--- config.mk ---
export PLATFORM = sky130hd
export DESIGN_NAME = bidl_core
export DESIGN_NICKNAME = d
export VERILOG_FILES = /design/src/verilog/bidl_pkg.sv /design/src/verilog/bidl_alu.sv /design/src/verilog/bidl_core.sv
export VERILOG_INCLUDE_DIRS = /design/src /design/src/verilog
export SDC_FILE = /design/constraint.sdc
export NUM_CORES = 1
export LEC_CHECK = 0
export BUFFER_PORTS_ARGS = -buffer_cell sky130_fd_sc_hd__buf_4
export CAP_MARGIN = 20
export CORE_MARGIN = 1.5
export CORE_UTILIZATION = 54
export CTS_CLUSTER_SIZE = 16
export DETAILED_ROUTE_END_ITERATION = 12
export PLACE_DENSITY = 0.92
export SLEW_MARGIN = 15
export SYNTH_ARGS = -nofsm -noshare
export SYNTH_HDL_FRONTEND = slang
export SYNTH_SLANG_ARGS = --single-unit
--- constraint.sdc ---
create_clock -name sys_clk -period 2.3 [get_ports sys_clk]
set_input_delay 0 -clock sys_clk [delete_from_list [all_inputs] [get_ports sys_clk]]
set_output_delay 0 -clock sys_clk [all_outputs]
set_load 0.005 [all_outputs]
--- src/verilog/bidl_consts.svh ---
/*
 * Constants for the byte increment/decrement and literal datapath.
 * Assumes the core supplies one issue strobe per instruction cycle.
 */
// What this block does
// RQ1: d=0 result to accumulator, d=1 to file
// RQ2: decrement file, route result, update zero
// RQ3: increment file, route result, update zero
// RQ4: decrement-skip: no flags, skip when zero
// RQ5: increment-skip: no flags, skip when zero
// RQ6: nonzero skip result runs next normally
// RQ7: OR literal into accumulator, update zero
// RQ8: load literal into accumulator, flags kept
// RQ9: literal-load don't-care bits assembled as zero
// RQ10: increment and decrement wrap modulo 256
// RQ11: zero set iff result zero, any destination
`ifndef BIDL_CONSTS_SVH
`define BIDL_CONSTS_SVH
`define BIDL_DATA_W 8
`define BIDL_ADDR_W 7
`define BIDL_ACC_RST 8'h00
`define BIDL_ZERO_RST 1'b0
`define BIDL_DEST_ACC 1'b0
`define BIDL_DEST_FILE 1'b1
`endif

--- src/verilog/bidl_pkg.sv ---
/*
 * Types for the byte increment/decrement and literal datapath.
 * Assumes nothing of its surroundings.
 */
package bidl_pkg;
    typedef enum logic [2:0] {
        BIDL_OP_NONE,
        BIDL_OP_DECREMENT_FILE,
        BIDL_OP_INCREMENT_FILE,
        BIDL_OP_DECREMENT_SKIP_ZERO,
        BIDL_OP_INCREMENT_SKIP_ZERO,
        BIDL_OP_OR_LITERAL_ACCUM,
        BIDL_OP_LOAD_LITERAL_ACCUM
    } bidl_op_type;
endpackage : bidl_pkg
--- src/verilog/bidl_alu.sv ---
/*
 * Combinational result unit: computes the 8-bit result and its zero test.
 * Assumes operands are stable for the cycle in which they are used.
 */
`timescale 1ns/10ps
`include "bidl_consts.svh"
module bidl_alu
    import bidl_pkg::*;
(
    // operation and operands
    input wire bidl_op_type op,
    input wire logic [`BIDL_DATA_W-1:0] file_val,
    input wire logic [`BIDL_DATA_W-1:0] acc_val,
    input wire logic [`BIDL_DATA_W-1:0] literal,
    // result
    output logic [`BIDL_DATA_W-1:0] result,
    output logic result_zero
);
    always_comb
    begin
        case (op)
            // 8-bit arithmetic drops the carry, so values wrap
            BIDL_OP_DECREMENT_FILE, BIDL_OP_DECREMENT_SKIP_ZERO:
                result = file_val - 8'h01; // see RQ2 see RQ4 see RQ10
            BIDL_OP_INCREMENT_FILE, BIDL_OP_INCREMENT_SKIP_ZERO:
                result = file_val + 8'h01; // see RQ3 see RQ5 see RQ10
            BIDL_OP_OR_LITERAL_ACCUM:
                result = acc_val | literal; // see RQ7
            BIDL_OP_LOAD_LITERAL_ACCUM:
                result = literal; // see RQ8
            default:
                result = acc_val;
        endcase
        result_zero = (result == 8'h00); // see RQ11
    end
endmodule : bidl_alu

--- src/verilog/bidl_core.sv ---
/*
 * Execution datapath for decrement/increment of a file register, their
 * skip-if-zero forms, literal OR and literal load into the accumulator.
 * Assumes the core issues at most one operation per issue_en pulse, reads
 * the file register value combinationally, and honours skip_next by
 * executing a no_operation in place of the following instruction.
 */
`timescale 1ns/10ps
`include "bidl_consts.svh"
module bidl_core
    import bidl_pkg::*;
(
    // clock and reset
    input wire logic sys_clk,
    input wire logic nrst,
    // instruction issue
    input wire logic issue_en,
    input wire bidl_op_type op,
    input wire logic dest_sel,
    input wire logic [`BIDL_ADDR_W-1:0] file_addr,
    input wire logic [`BIDL_DATA_W-1:0] literal,
    // file register read data for file_addr
    input wire logic [`BIDL_DATA_W-1:0] file_rdata,
    // file register write back
    output logic file_we,
    output logic [`BIDL_ADDR_W-1:0] file_waddr,
    output logic [`BIDL_DATA_W-1:0] file_wdata,
    // architectural state
    output logic [`BIDL_DATA_W-1:0] accum,
    output logic zero_flag,
    // skip request: the next instruction cycle is a no_operation
    output logic skip_next
);
    typedef struct packed {
        logic [`BIDL_DATA_W-1:0] acc;
        logic zero;
        logic fwe;
        logic [`BIDL_ADDR_W-1:0] faddr;
        logic [`BIDL_DATA_W-1:0] fdata;
        logic skip;
    } bidl_state_type;

    bidl_state_type st_r;
    bidl_state_type st_nxt;
    logic [`BIDL_DATA_W-1:0] result;
    logic result_zero;

    function automatic logic is_file_op(input bidl_op_type o);
        is_file_op = (o == BIDL_OP_DECREMENT_FILE) || (o == BIDL_OP_INCREMENT_FILE)
            || (o == BIDL_OP_DECREMENT_SKIP_ZERO) || (o == BIDL_OP_INCREMENT_SKIP_ZERO);
    endfunction : is_file_op

    function automatic logic is_skip_op(input bidl_op_type o);
        is_skip_op = (o == BIDL_OP_DECREMENT_SKIP_ZERO)
            || (o == BIDL_OP_INCREMENT_SKIP_ZERO);
    endfunction : is_skip_op

    bidl_alu u_alu (
        .op(op),
        .file_val(file_rdata),
        .acc_val(st_r.acc),
        .literal(literal),
        .result(result),
        .result_zero(result_zero)
    );

    always_comb
    begin
        st_nxt = st_r;
        st_nxt.fwe = 1'b0;
        st_nxt.skip = 1'b0;
        if (issue_en)
        begin
            if (is_file_op(op))
            begin
                if (dest_sel == `BIDL_DEST_FILE) // see RQ1
                begin
                    st_nxt.fwe = 1'b1;
                    st_nxt.faddr = file_addr;
                    st_nxt.fdata = result;
                end
                else
                begin
                    st_nxt.acc = result;
                end
                if (is_skip_op(op))
                begin
                    // skip ops leave flags alone; nonzero runs next normally
                    st_nxt.skip = result_zero; // see RQ4 see RQ5 see RQ6
                end
                else
                begin
                    st_nxt.zero = result_zero; // see RQ2 see RQ3 see RQ11
                end
            end
            else if (op == BIDL_OP_OR_LITERAL_ACCUM)
            begin
                st_nxt.acc = result;
                st_nxt.zero = result_zero; // see RQ7
            end
            else if (op == BIDL_OP_LOAD_LITERAL_ACCUM)
            begin
                // full literal is taken; don't-care bits are expected zero
                st_nxt.acc = result; // see RQ8
            end
        end
    end

    always_ff @(posedge sys_clk or negedge nrst)
    begin
        if (!nrst)
        begin
            st_r <= '{acc: `BIDL_ACC_RST, zero: `BIDL_ZERO_RST, fwe: 1'b0,
                faddr: '0, fdata: '0, skip: 1'b0};
        end
        else
        begin
            st_r <= st_nxt;
        end
    end

    assign file_we = st_r.fwe;
    assign file_waddr = st_r.faddr;
    assign file_wdata = st_r.fdata;
    assign accum = st_r.acc;
    assign zero_flag = st_r.zero;
    assign skip_next = st_r.skip;

    a_file_route: assert property (@(posedge sys_clk) disable iff (!nrst) // see RQ1
        (issue_en && is_file_op(op) && dest_sel) |=> file_we && file_wdata == $past(result))
        else $error("file op with dest file did not write back");
    a_acc_route: assert property (@(posedge sys_clk) disable iff (!nrst) // see RQ1
        (issue_en && is_file_op(op) && !dest_sel) |=> !file_we && accum == $past(result))
        else $error("file op with dest accumulator misrouted");
    a_dec_value: assert property (@(posedge sys_clk) disable iff (!nrst) // see RQ2
        (issue_en && op == BIDL_OP_DECREMENT_FILE && !dest_sel)
        |=> accum == 8'($past(file_rdata) - 8'h01) && zero_flag == (accum == 8'h00))
        else $error("decrement result or zero wrong");
    a_inc_value: assert property (@(posedge sys_clk) disable iff (!nrst) // see RQ3
        (issue_en && op == BIDL_OP_INCREMENT_FILE && dest_sel)
        |=> file_wdata == 8'($past(file_rdata) + 8'h01) && zero_flag == (file_wdata == 8'h00))
        else $error("increment result or zero wrong");
    a_skip_flags: assert property (@(posedge sys_clk) disable iff (!nrst) // see RQ4
        (issue_en && is_skip_op(op)) |=> $stable(zero_flag))
        else $error("skip op changed the zero flag");
    a_skip_zero: assert property (@(posedge sys_clk) disable iff (!nrst) // see RQ5
        (issue_en && is_skip_op(op) && result_zero) |=> skip_next ##1 !skip_next)
        else $error("zero skip result did not skip exactly once");
    a_no_skip: assert property (@(posedge sys_clk) disable iff (!nrst) // see RQ6
        (issue_en && is_skip_op(op) && !result_zero) |=> !skip_next)
        else $error("nonzero skip result inserted a skip");
    a_or_literal: assert property (@(posedge sys_clk) disable iff (!nrst) // see RQ7
        (issue_en && op == BIDL_OP_OR_LITERAL_ACCUM)
        |=> accum == ($past(accum) | $past(literal)) && zero_flag == (accum == 8'h00))
        else $error("literal or wrong");
    a_load_literal: assert property (@(posedge sys_clk) disable iff (!nrst) // see RQ8
        (issue_en && op == BIDL_OP_LOAD_LITERAL_ACCUM)
        |=> accum == $past(literal) && $stable(zero_flag))
        else $error("literal load wrong or flag changed");
    a_inc_wrap: assert property (@(posedge sys_clk) disable iff (!nrst) // see RQ10
        (issue_en && op == BIDL_OP_INCREMENT_SKIP_ZERO && file_rdata == 8'hff)
        |=> skip_next)
        else $error("increment of ff did not wrap to zero");

    // expectations below are rebuilt from the inputs, not from the result unit

    // a file destination must leave the accumulator alone
    a_file_addr: assert property (@(posedge sys_clk) disable iff (!nrst) // see RQ1
        (issue_en && is_file_op(op) && dest_sel)
        |=> file_waddr == $past(file_addr) && $stable(accum))
        else $error("file write address wrong or accumulator disturbed");

    // only a file-destination op may raise the write strobe
    a_write_only_file: assert property (@(posedge sys_clk) disable iff (!nrst) // see RQ1
        !(issue_en && is_file_op(op) && dest_sel) |=> !file_we)
        else $error("write strobe without a file destination op");

    a_dec_file: assert property (@(posedge sys_clk) disable iff (!nrst) // see RQ2
        (issue_en && op == BIDL_OP_DECREMENT_FILE && dest_sel)
        |=> file_wdata == 8'($past(file_rdata) - 8'h01)
            && zero_flag == (file_wdata == 8'h00))
        else $error("decrement to file wrong or zero wrong");

    a_inc_acc: assert property (@(posedge sys_clk) disable iff (!nrst) // see RQ3
        (issue_en && op == BIDL_OP_INCREMENT_FILE && !dest_sel)
        |=> accum == 8'($past(file_rdata) + 8'h01) && zero_flag == (accum == 8'h00))
        else $error("increment to accumulator wrong or zero wrong");

    a_dec_skip_zero: assert property (@(posedge sys_clk) disable iff (!nrst) // see RQ4
        (issue_en && op == BIDL_OP_DECREMENT_SKIP_ZERO && file_rdata == 8'h01)
        |=> skip_next)
        else $error("decrement of one did not request a skip");

    a_skip_value: assert property (@(posedge sys_clk) disable iff (!nrst) // see RQ4
        (issue_en && op == BIDL_OP_DECREMENT_SKIP_ZERO && dest_sel)
        |=> file_we && file_wdata == 8'($past(file_rdata) - 8'h01))
        else $error("decrement-skip stored the wrong value");

    a_inc_skip_value: assert property (@(posedge sys_clk) disable iff (!nrst) // see RQ5
        (issue_en && op == BIDL_OP_INCREMENT_SKIP_ZERO && !dest_sel)
        |=> accum == 8'($past(file_rdata) + 8'h01) && !file_we)
        else $error("increment-skip stored the wrong value");

    // a skip request comes only from a skip op
    a_skip_source: assert property (@(posedge sys_clk) disable iff (!nrst) // see RQ6
        !(issue_en && is_skip_op(op)) |=> !skip_next)
        else $error("skip requested by a non-skip op");

    a_or_no_write: assert property (@(posedge sys_clk) disable iff (!nrst) // see RQ7
        (issue_en && op == BIDL_OP_OR_LITERAL_ACCUM) |=> !file_we && !skip_next)
        else $error("literal or touched the file or the skip");

    a_load_no_write: assert property (@(posedge sys_clk) disable iff (!nrst) // see RQ8
        (issue_en && op == BIDL_OP_LOAD_LITERAL_ACCUM) |=> !file_we && !skip_next)
        else $error("literal load touched the file or the skip");

    a_dec_wrap: assert property (@(posedge sys_clk) disable iff (!nrst) // see RQ10
        (issue_en && op == BIDL_OP_DECREMENT_FILE && !dest_sel && file_rdata == 8'h00)
        |=> accum == 8'hff)
        else $error("decrement of zero did not wrap");

    // zero follows the result whichever way it was routed
    a_zero_any_dest: assert property (@(posedge sys_clk) disable iff (!nrst) // see RQ11
        (issue_en && (op == BIDL_OP_DECREMENT_FILE || op == BIDL_OP_INCREMENT_FILE))
        |=> zero_flag == (($past(op) == BIDL_OP_DECREMENT_FILE)
            ? ($past(file_rdata) == 8'h01) : ($past(file_rdata) == 8'hff)))
        else $error("zero flag does not follow the result");
endmodule : bidl_core

==> results.json, run 1 <==
{
  "critPathArrivalTime_ns": 2.39,
  "max_stage_delay_ns": 0.40,
  "cp.required_ns": 2.53,
  "drt-met1-wl_um": 1910,
  "root_buffer": "clkbuf_4",
  "htree_num_levels": 1,
  "fin_tns_setup_ns": 0,
  "syn_area_um2": 1690,
  "dr.max_layer_used": "met4",
  "vias": 1671,
  "area_delta_synth_final_pct": 38.5,
  "synth_seq_cells": 26,
  "p_seq_frac": 0.399,
  "grt_overflow_total": 0,
  "clkSinkCount": 26,
  "dieArea_um2": 3470,
  "finalHoldViolCount": 0,
  "swShare": 0.312,
  "antenna_found_initial": 0,
  "slew_headroom": 0.607,
  "cts_made_buffers": 3,
  "fin_crit_ns": 2.16,
  "worstMarginPinSlew_ns": 0.585,
  "post_cts_buffers": 0,
  "drv_cap": 0,
  "cp_slowest_cell": "fa_2",
  "wl_met2_um": 2360,
  "synth_edf_count": 0,
  "setup-violations-final": 0,
  "rsz0062_at_grt": "no",
  "port_buffers": 55,
  "async_reset_ff_frac": 1.00,
  "dpl.hpwl_um": 3250,
  "cp_top_family": "compound AO/OA/AOI/OAI gates",
  "place_congestion": 0.912,
  "synth-main-ff-cell": "dfrtp_1",
  "clockPowerShare": 0.186,
  "clockBufferDepth": 2,
  "coreArea_um2": 3000,
  "dieHeight_um": 58.9,
  "utilization": 0.779,
  "power.density_nw_per_um2": 721,
  "drt_iter0_markers": 152,
  "die_w_um": 58.9,
  "p_switching_mw": 0.525,
  "crit_buf_inv": 1,
  "cts_tree": "done",
  "start_kind": "input pin",
  "criticalPathCategory": "input pin to flip-flop",
  "path_max_fanout": 7,
  "clock_latency_ns": 0.32,
  "wl_per_cell_um": 17.1,
  "routed-wl-met3_um": 315,
  "cp-end-kind": "flip-flop",
  "leakage_nw": 1.07,
  "crit_chain": "buf_4, xor2_1, nand2b_2, fa_2, a21o_1, a211o_1, a311o_1, nor3_1, nand4_1, o31ai_2",
  "ys_warn_count": 0,
  "ios": 56,
  "grt_max_degree": 27,
  "antenna_left": 0,
  "start_util": 0.562,
  "n_antenna_cell": 0,
  "power.internal_mw": 1.16,
  "rows": 20,
  "grt_pass1_vias": 1530,
  "routed_wl_um": 4640,
  "grt_pass1_wl_um": 7440,
  "nNetsFinal": 277,
  "netlist.top_cell.by_area": "dfrtp_1",
  "postSynthCellCount": 166,
  "viasPerCell": 6.14,
  "vdd_drop_max_mv": 0.613,
  "ys_seq_area_frac": 0.385,
  "synth_nets": 203,
  "syn_area_per_cell_um2": 10.2,
  "dr.pass1.iters": 4,
  "worstHoldPathType": "input pin to asynchronous set/reset pin",
  "p_comb_frac": 0.415,
  "ys_types": 48,
  "maxSlewViolCount": 0,
  "fmax_mhz": 462,
  "netlist.area_leader.share": 0.385,
  "outcome": "finished, final reports clean",
  "min_period_over_period": 0.941,
  "clk_pin_slew_worst_paths_ns": 0.15,
  "drive_gt1_frac": 0.410,
  "synth_top_cells_by_area": "dfrtp_1 (39%), mux2_2 (11%), ha_1 (4.4%)",
  "fin_skew_ns": 0.00552,
  "grtUsageTotal": 0.285,
  "drc": 0
}
[stage by stage]
| stage | cells | instance area (µm²) | setup slack [ns] | power (mW) | hold WS, ns |
|---|---|---|---|---|---|
| 2_1_floorplan | 166 | 1690 | 0.0275 | 0.997 | -0.296 |
| 3_3_place_gp | 260 | 2200 | 0.0289 | 1.33 | -0.0789 |
| 3_5_place_dp | 260 | 2200 | -0.151 | 1.35 | -0.0740 |
| 4_1_cts | 272 | 2340 | 0.185 | 1.68 | 0.108 |
| 5_1_grt | 272 | 2340 | 0.0632 | 1.78 | 0.115 |
| 6_report | 272 | 2340 | 0.136 | 1.69 | 0.101 |
[final timing paths]
check	slack, ns	cells after the start	end	start
hold / removal	0.10	2	accum[1]	nrst
max in group asynchronous	1.95	2	file_waddr[5]	nrst
min in group sys_clk	0.14	4	skip_next	issue_en
setup reg to reg	0.41	6	zero_flag	accum[4]
setup / recovery	0.14	10	zero_flag	op[1]
hold reg to reg	0.52	1	file_waddr[6]	file_waddr[6]
[what timing repair did]
action	CTS	global route
endpoints found under the hold margin	33	0
gates resized for setup	0	1
hold buffers	8	0
endpoints found under the setup margin	0	1
[cell usage in the layout, fill, tap and decap left out, drive strengths merged, types with 2 or more instances in the layout]
master       instances
o31ai                2
dfrtp               26
a211oi               3
o22a                 2
a22oi                8
o22ai                7
nor3                 3
ha                   6
mux2                16
dlygate4sd3          8
a21o                 3
inv                  6
xnor2                7
o21ai                5
clkbuf               3
nand3                3
nand2                5
nor2                13
a21oi               12
mux2i                2
a211o                2
buf                 70
nor2b                2
nand2b               3
and3                 2
[state kept, by name, summed over array words and instances (netlist names)]
name	count
zero_flag	1
file_waddr	7
accum	8
file_wdata	8
skip_next	1
file_we	1
[layout make-up]
cell class	instances	area [µm²]
clock buffers	3	22.5
clock inverters	1	30.0
fillers	201	664
inverters	6	22.5
multi-input cells	125	966
flip-flops and latches	26	651
well taps	33	41.3
repair buffers	78	606
[synthesized netlist by cell type, types with 3 or more instances]
cell	count
mux2_2	16
o22ai_1	7
buf_2	4
nand2b_1	3
dfrtp_1	26
ha_1	6
xnor2_1	7
o21ai_0	5
inv_1	6
a21o_1	3
nand2_1	5
a21oi_1	12
buf_4	4
a211oi_1	3
nor2_1	12
nand3_1	3
a22oi_1	8
[power by group through the flow]
stage / clock, mW / sequential, mW / combinational (mW)
after floorplan: 0 / 0.671 / 0.326
after global placement: 0 / 0.668 / 0.663
after detailed placement: 0 / 0.673 / 0.677
after CTS: 0.315 / 0.667 / 0.694
after global routing: 0.341 / 0.685 / 0.757
final: 0.314 / 0.672 / 0.700
[per-layer routing]
layer / track usage / up-vias
li1: - / 774
met1: 0.402 / 820
met2: 0.452 / 69
met3: 0.0396 / 8
met4: 0.0942 / 0
met5: 0 / -
[cell families after synthesis]
family	after synthesis	synth area share
AND/OR/NAND/NOR	36	0.116
adder cells (fa/ha/maj)	7	0.0563
multiplexers	18	0.119
flip-flops	26	0.385
buffers and inverters	15	0.0452
AO/OA/AOI/OAI	56	0.236
XOR/XNOR	8	0.0415
Power figures use the tool's default switching activity.
==> run 2: changes to the inputs <==
- CORE_UTILIZATION: 54 -> 30
- CTS_BUF_LIST: not set -> sky130_fd_sc_hd__clkbuf_8
- PLACE_DENSITY: 0.92 -> 0.59
==> results.json, run 2 (synthesized netlist as in run 1, its figures left out) <==
{
  "fmax_mhz": 493,
  "antenna_left": 0,
  "port_buffers": 55,
  "design_area_um2": 2390,
  "rows": 27,
  "start_kind": "input pin",
  "worstMarginPinSlew_ns": 0.675,
  "mostFrequentLayoutCells": "buf_4 (68), dfrtp_1 (26), mux2_2 (16), a21oi_1 (12), nor2_1 (12)",
  "clkSinkCount": 26,
  "place_congestion": 0.840,
  "clk_pin_slew_worst_paths_ns": 0.09,
  "grt_overflow_total": 0,
  "fin_skew_ns": 0.00492,
  "rr_worst_depth": 6,
  "antenna_found_initial": 0,
  "start_util": 0.308,
  "rrSetupSlack_ns": 0.66,
  "area_delta_synth_final_pct": 41.5,
  "dieHeight_um": 78.0,
  "cp-end-kind": "flip-flop",
  "grt_pass1_vias": 1498,
  "fillCellCount": 554,
  "outcome": "finished, final reports clean",
  "dpl-instance-area_um2": 2240,
  "leakage_nw": 1.07,
  "nNetsFinal": 275,
  "drc": 0,
  "htree_num_levels": 1,
  "critPathArrivalTime_ns": 2.22,
  "slew_headroom": 0.548,
  "coreArea_um2": 5470,
  "power.density_nw_per_um2": 723,
  "cts_made_buffers": 3,
  "dpl.hpwl_um": 3380,
  "dr.pass1.iters": 4,
  "cp.required_ns": 2.49,
  "setup_ws_ns": 0.271,
  "wl_per_cell_um": 14.2,
  "criticalPathCategory": "input pin to flip-flop",
  "dieArea_um2": 6090,
  "n_antenna_cell": 0,
  "vdd_drop_max_mv": 0.495,
  "place_ws_ns": -0.0357,
  "min_period_over_period": 0.882,
  "vias": 1544,
  "drv_cap": 0,
  "fin_crit_ns": 2.03,
  "finalHoldViolCount": 0,
  "grt_pass1_wl_um": 7210,
  "grtUsageTotal": 0.151,
  "root_buffer": "clkbuf_8",
  "cts_tree": "done",
  "grt_max_degree": 27,
  "final_common_cell": "buf_4",
  "ios": 56,
  "routed_wl_um": 4390,
  "die_w_um": 78.0,
  "finalPower_mw": 1.73,
  "setup-violations-final": 0,
  "path_max_fanout": 6,
  "viasPerCell": 5.00,
  "maxSlewViolCount": 0,
  "drt_iter0_markers": 101,
  "rsz0062_at_grt": "no",
  "drive_gt1_frac": 0.401,
  "min_path_cells": 3,
  "clockBufferDepth": 2,
  "worstHoldPathType": "input pin to flip-flop",
  "clock_latency_ns": 0.27
}
run 2: cell types whose count changed in the layout (fill, tap and decap cells not counted), sizes merged:
cell / previous run / this run
buf: 70 / 68
run 2: layout make-up:
type	count	area, µm²	share of cell area
clock buffer	3	41.3	0.0173
clock inverter	1	30.0	0.0126
inverter	6	22.5	0.00943
multi-input combinational	125	963	0.403
sequential	26	651	0.272
tap	72	90.1	0.0377
timing repair buffer	76	591	0.247
run 2: critical path, cell delays in order:
cell and delay, ns:
buf_4 0.12, xor2_1 0.14, nand2b_1 0.19, fa_2 0.41
a21o_1 0.21, a211o_1 0.29, a311o_1 0.34, nor3_1 0.14
nand4_1 0.16, o31ai_2 0.23
run 2: path summary, 6_finish.rpt:
kind                               start             to
max in group asynchronous           nrst  file_waddr[1]
max                                op[1]      zero_flag
min reg2reg                file_waddr[3]  file_waddr[3]
min                             issue_en        file_we
max reg2reg                     accum[4]      zero_flag
min in group asynchronous           nrst  file_waddr[5]
run 2: power by group:
part	internal (mW)	total (mW)	switching [mW]
Clock	0.233	0.375	0.142
Combinational	0.404	0.685	0.281
Sequential	0.577	0.666	0.0886
Total	1.21	1.73	0.512
run 2: metrics by stage:
stage | hold WS (ns) | utilization | std cells | TNS, ns
2_1_floorplan | -0.296 | - | 166 | 0
3_3_place_gp | -0.0761 | 0.409 | 297 | 0
3_5_place_dp | -0.0732 | 0.409 | 297 | -0.0437
4_1_cts | 0.118 | 0.436 | 309 | 0
5_1_grt | 0.135 | 0.436 | 309 | 0
6_report | 0.124 | 0.436 | 309 | 0
run 2: repair_timing:
action                                 in CTS  in global routing
hold buffers                                8                  0
endpoints found under the hold margin      33                  0
buffers inserted                            0                  0
resized for setup                           0                  0
run 2: routing by layer:
layer / GRT usage / wire, µm / part of all wire / vias to the layer above
li1: - / - / - / 770
met1: 0.197 / 1910 / 0.43 / 730
met2: 0.255 / 2200 / 0.50 / 37
met3: 0.0279 / 200 / 0.046 / 7
met4: 0.0464 / 75 / 0.017 / 0
met5: 0 / 0 / 0 / -
==> run 3: changes to the inputs <==
- CORE_UTILIZATION: 30 -> 50
- PLACE_DENSITY: 0.59 -> 0.86
==> results.json, run 3 (synthesized netlist as in run 1, its figures left out) <==
{
  "place_congestion": 0.930,
  "fillCellCount": 228,
  "rows": 20,
  "start_kind": "input pin",
  "maxSlewViolCount": 0,
  "dieArea_um2": 3730,
  "drv_cap": 0,
  "outcome": "finished, final reports clean",
  "rrSetupSlack_ns": 0.66,
  "setup_ws_ns": 0.258,
  "antenna_left": 0,
  "viasPerCell": 5.71,
  "cp_top_family": "simple AND/OR/NAND/NOR gates",
  "power.density_nw_per_um2": 733,
  "drive_gt1_frac": 0.408,
  "crit_chain": "buf_4, xor2_1, nand2b_1, ha_1, a21o_1, or4_1, a31oi_1, nand4_1, o31ai_2",
  "fmax_mhz": 490,
  "fin_crit_ns": 2.04,
  "htree_num_levels": 1,
  "p_seq_frac": 0.382,
  "clkSinkCount": 26,
  "worstReg2RegEnd": "zero_flag",
  "ios": 56,
  "critPathArrivalTime_ns": 2.23,
  "crit_buf_inv": 1,
  "max_stage_delay_ns": 0.52,
  "fin_skew_ns": 0.00164,
  "reg2reg_from": "accum[4]",
  "rsz0062_at_grt": "no",
  "grt_overflow_total": 0,
  "clockPowerShare": 0.215,
  "cp.required_ns": 2.49,
  "drc": 0,
  "clk_pin_slew_worst_paths_ns": 0.09,
  "wl_per_cell_um": 16.1,
  "slew_headroom": 0.712,
  "post_cts_resized": 0,
  "nNetsFinal": 278,
  "mostFrequentLayoutCells": "buf_4 (71), dfrtp_1 (26), mux2_2 (16), a21oi_1 (12), nor2_1 (12)",
  "rr_worst_depth": 6,
  "vias": 1621,
  "vdd_drop_max_mv": 0.551,
  "criticalPathCategory": "input pin to flip-flop",
  "cp-end-kind": "flip-flop",
  "p_comb_frac": 0.403,
  "coreArea_um2": 3130,
  "fin_cells": 284,
  "dpl.hpwl_um": 3270,
  "swShare": 0.299,
  "leakage_nw": 1.08,
  "start_util": 0.540,
  "antenna_found_initial": 0,
  "setup-violations-final": 0,
  "final_common_cell": "buf_4",
  "dieHeight_um": 61.1,
  "place_ws_ns": -0.0199,
  "worst-path-stages": 9,
  "p_switching_mw": 0.520,
  "cts_tree": "done",
  "power.internal_mw": 1.22,
  "min_to": "skip_next",
  "min_period_over_period": 0.888,
  "cts_made_buffers": 3,
  "path_max_fanout": 7,
  "worstHoldPathType": "input pin to flip-flop",
  "grt_pass1_vias": 1501,
  "area_delta_synth_final_pct": 40.8,
  "n_antenna_cell": 0,
  "hp-start": "issue_en",
  "numPlacedInstances": 272,
  "min_path_cells": 4,
  "grtUsageTotal": 0.255,
  "drt_iter0_markers": 100,
  "grt_pass1_wl_um": 6960,
  "cp_slowest_cell": "or4_1",
  "worstMarginPinSlew_ns": 0.430,
  "die_w_um": 61.1,
  "root_buffer": "clkbuf_8",
  "clock_latency_ns": 0.27,
  "port_buffers": 55,
  "routed_wl_um": 4590,
  "finalHoldViolCount": 0,
  "dr.pass1.iters": 4,
  "finalPower_mw": 1.74,
  "grt_max_degree": 27,
  "clockBufferDepth": 2
}
==> run 3: cell count changes in the layout (fill, tap and decap cells not counted) <==
cell / before / now
buf_4: 68 / 71
==> run 3: power by group through the flow <==
stage,Clock [mW],Sequential (mW),Combinational (mW)
6_report,0.374,0.666,0.701
5_1_grt,0.396,0.681,0.761
4_1_cts,0.377,0.664,0.701
3_5_place_dp,0,0.671,0.682
3_3_place_gp,0,0.668,0.667
2_1_floorplan,0,0.671,0.326
==> run 3: tightest hold or removal path, stage by stage <==
cell	delay (ns)
buf_4	0.12
o2111a_1	0.10
nand4_1	0.10
nor3_1	0.06
==> run 3: worst max path at each step <==
stage / to / startpoint
final: zero_flag / op[1]
after floorplan: zero_flag / op[1]
after global placement: zero_flag / op[1]
after global routing: zero_flag / op[1]
after detailed placement: zero_flag / op[1]
after CTS: zero_flag / op[1]
==> run 3: timing repair <==
item                      in CTS  in global routing
setup buffers                  0                  0
hold buffers                   8                  0
hold endpoints to repair      33                  0
==> run 3: cell type report <==
cell class / instances / area [µm²] / share of cell area
inverters: 6 / 22.5 / 0.00948
clock buffers: 3 / 41.3 / 0.0174
repair buffers: 79 / 613 / 0.258
clock inverters: 1 / 30.0 / 0.0126
multi-input cells: 125 / 963 / 0.405
well taps: 44 / 55.1 / 0.0232
flip-flops and latches: 26 / 651 / 0.274
==> run 3: routing by layer <==
layer  vias to the layer above  wire length, µm  global-route usage
met5                         -                0                   0
met4                         0               71              0.0839
met3                         8              244              0.0441
met2                        61             2240               0.409
met1                       776             2030               0.352
li1                        776                -                   -
==> run 3: per-stage QoR <==
stage / util / cell area (µm²) / setup TNS, ns / hold slack [ns]
after global placement: 0.711 / 2220 / 0 / -0.0793
final: 0.760 / 2380 / 0 / 0.152
after detailed placement: 0.711 / 2220 / -0.0199 / -0.0790
after CTS: 0.760 / 2380 / 0 / 0.158
after global routing: 0.760 / 2380 / 0 / 0.162
after floorplan: - / 1690 / 0 / -0.296
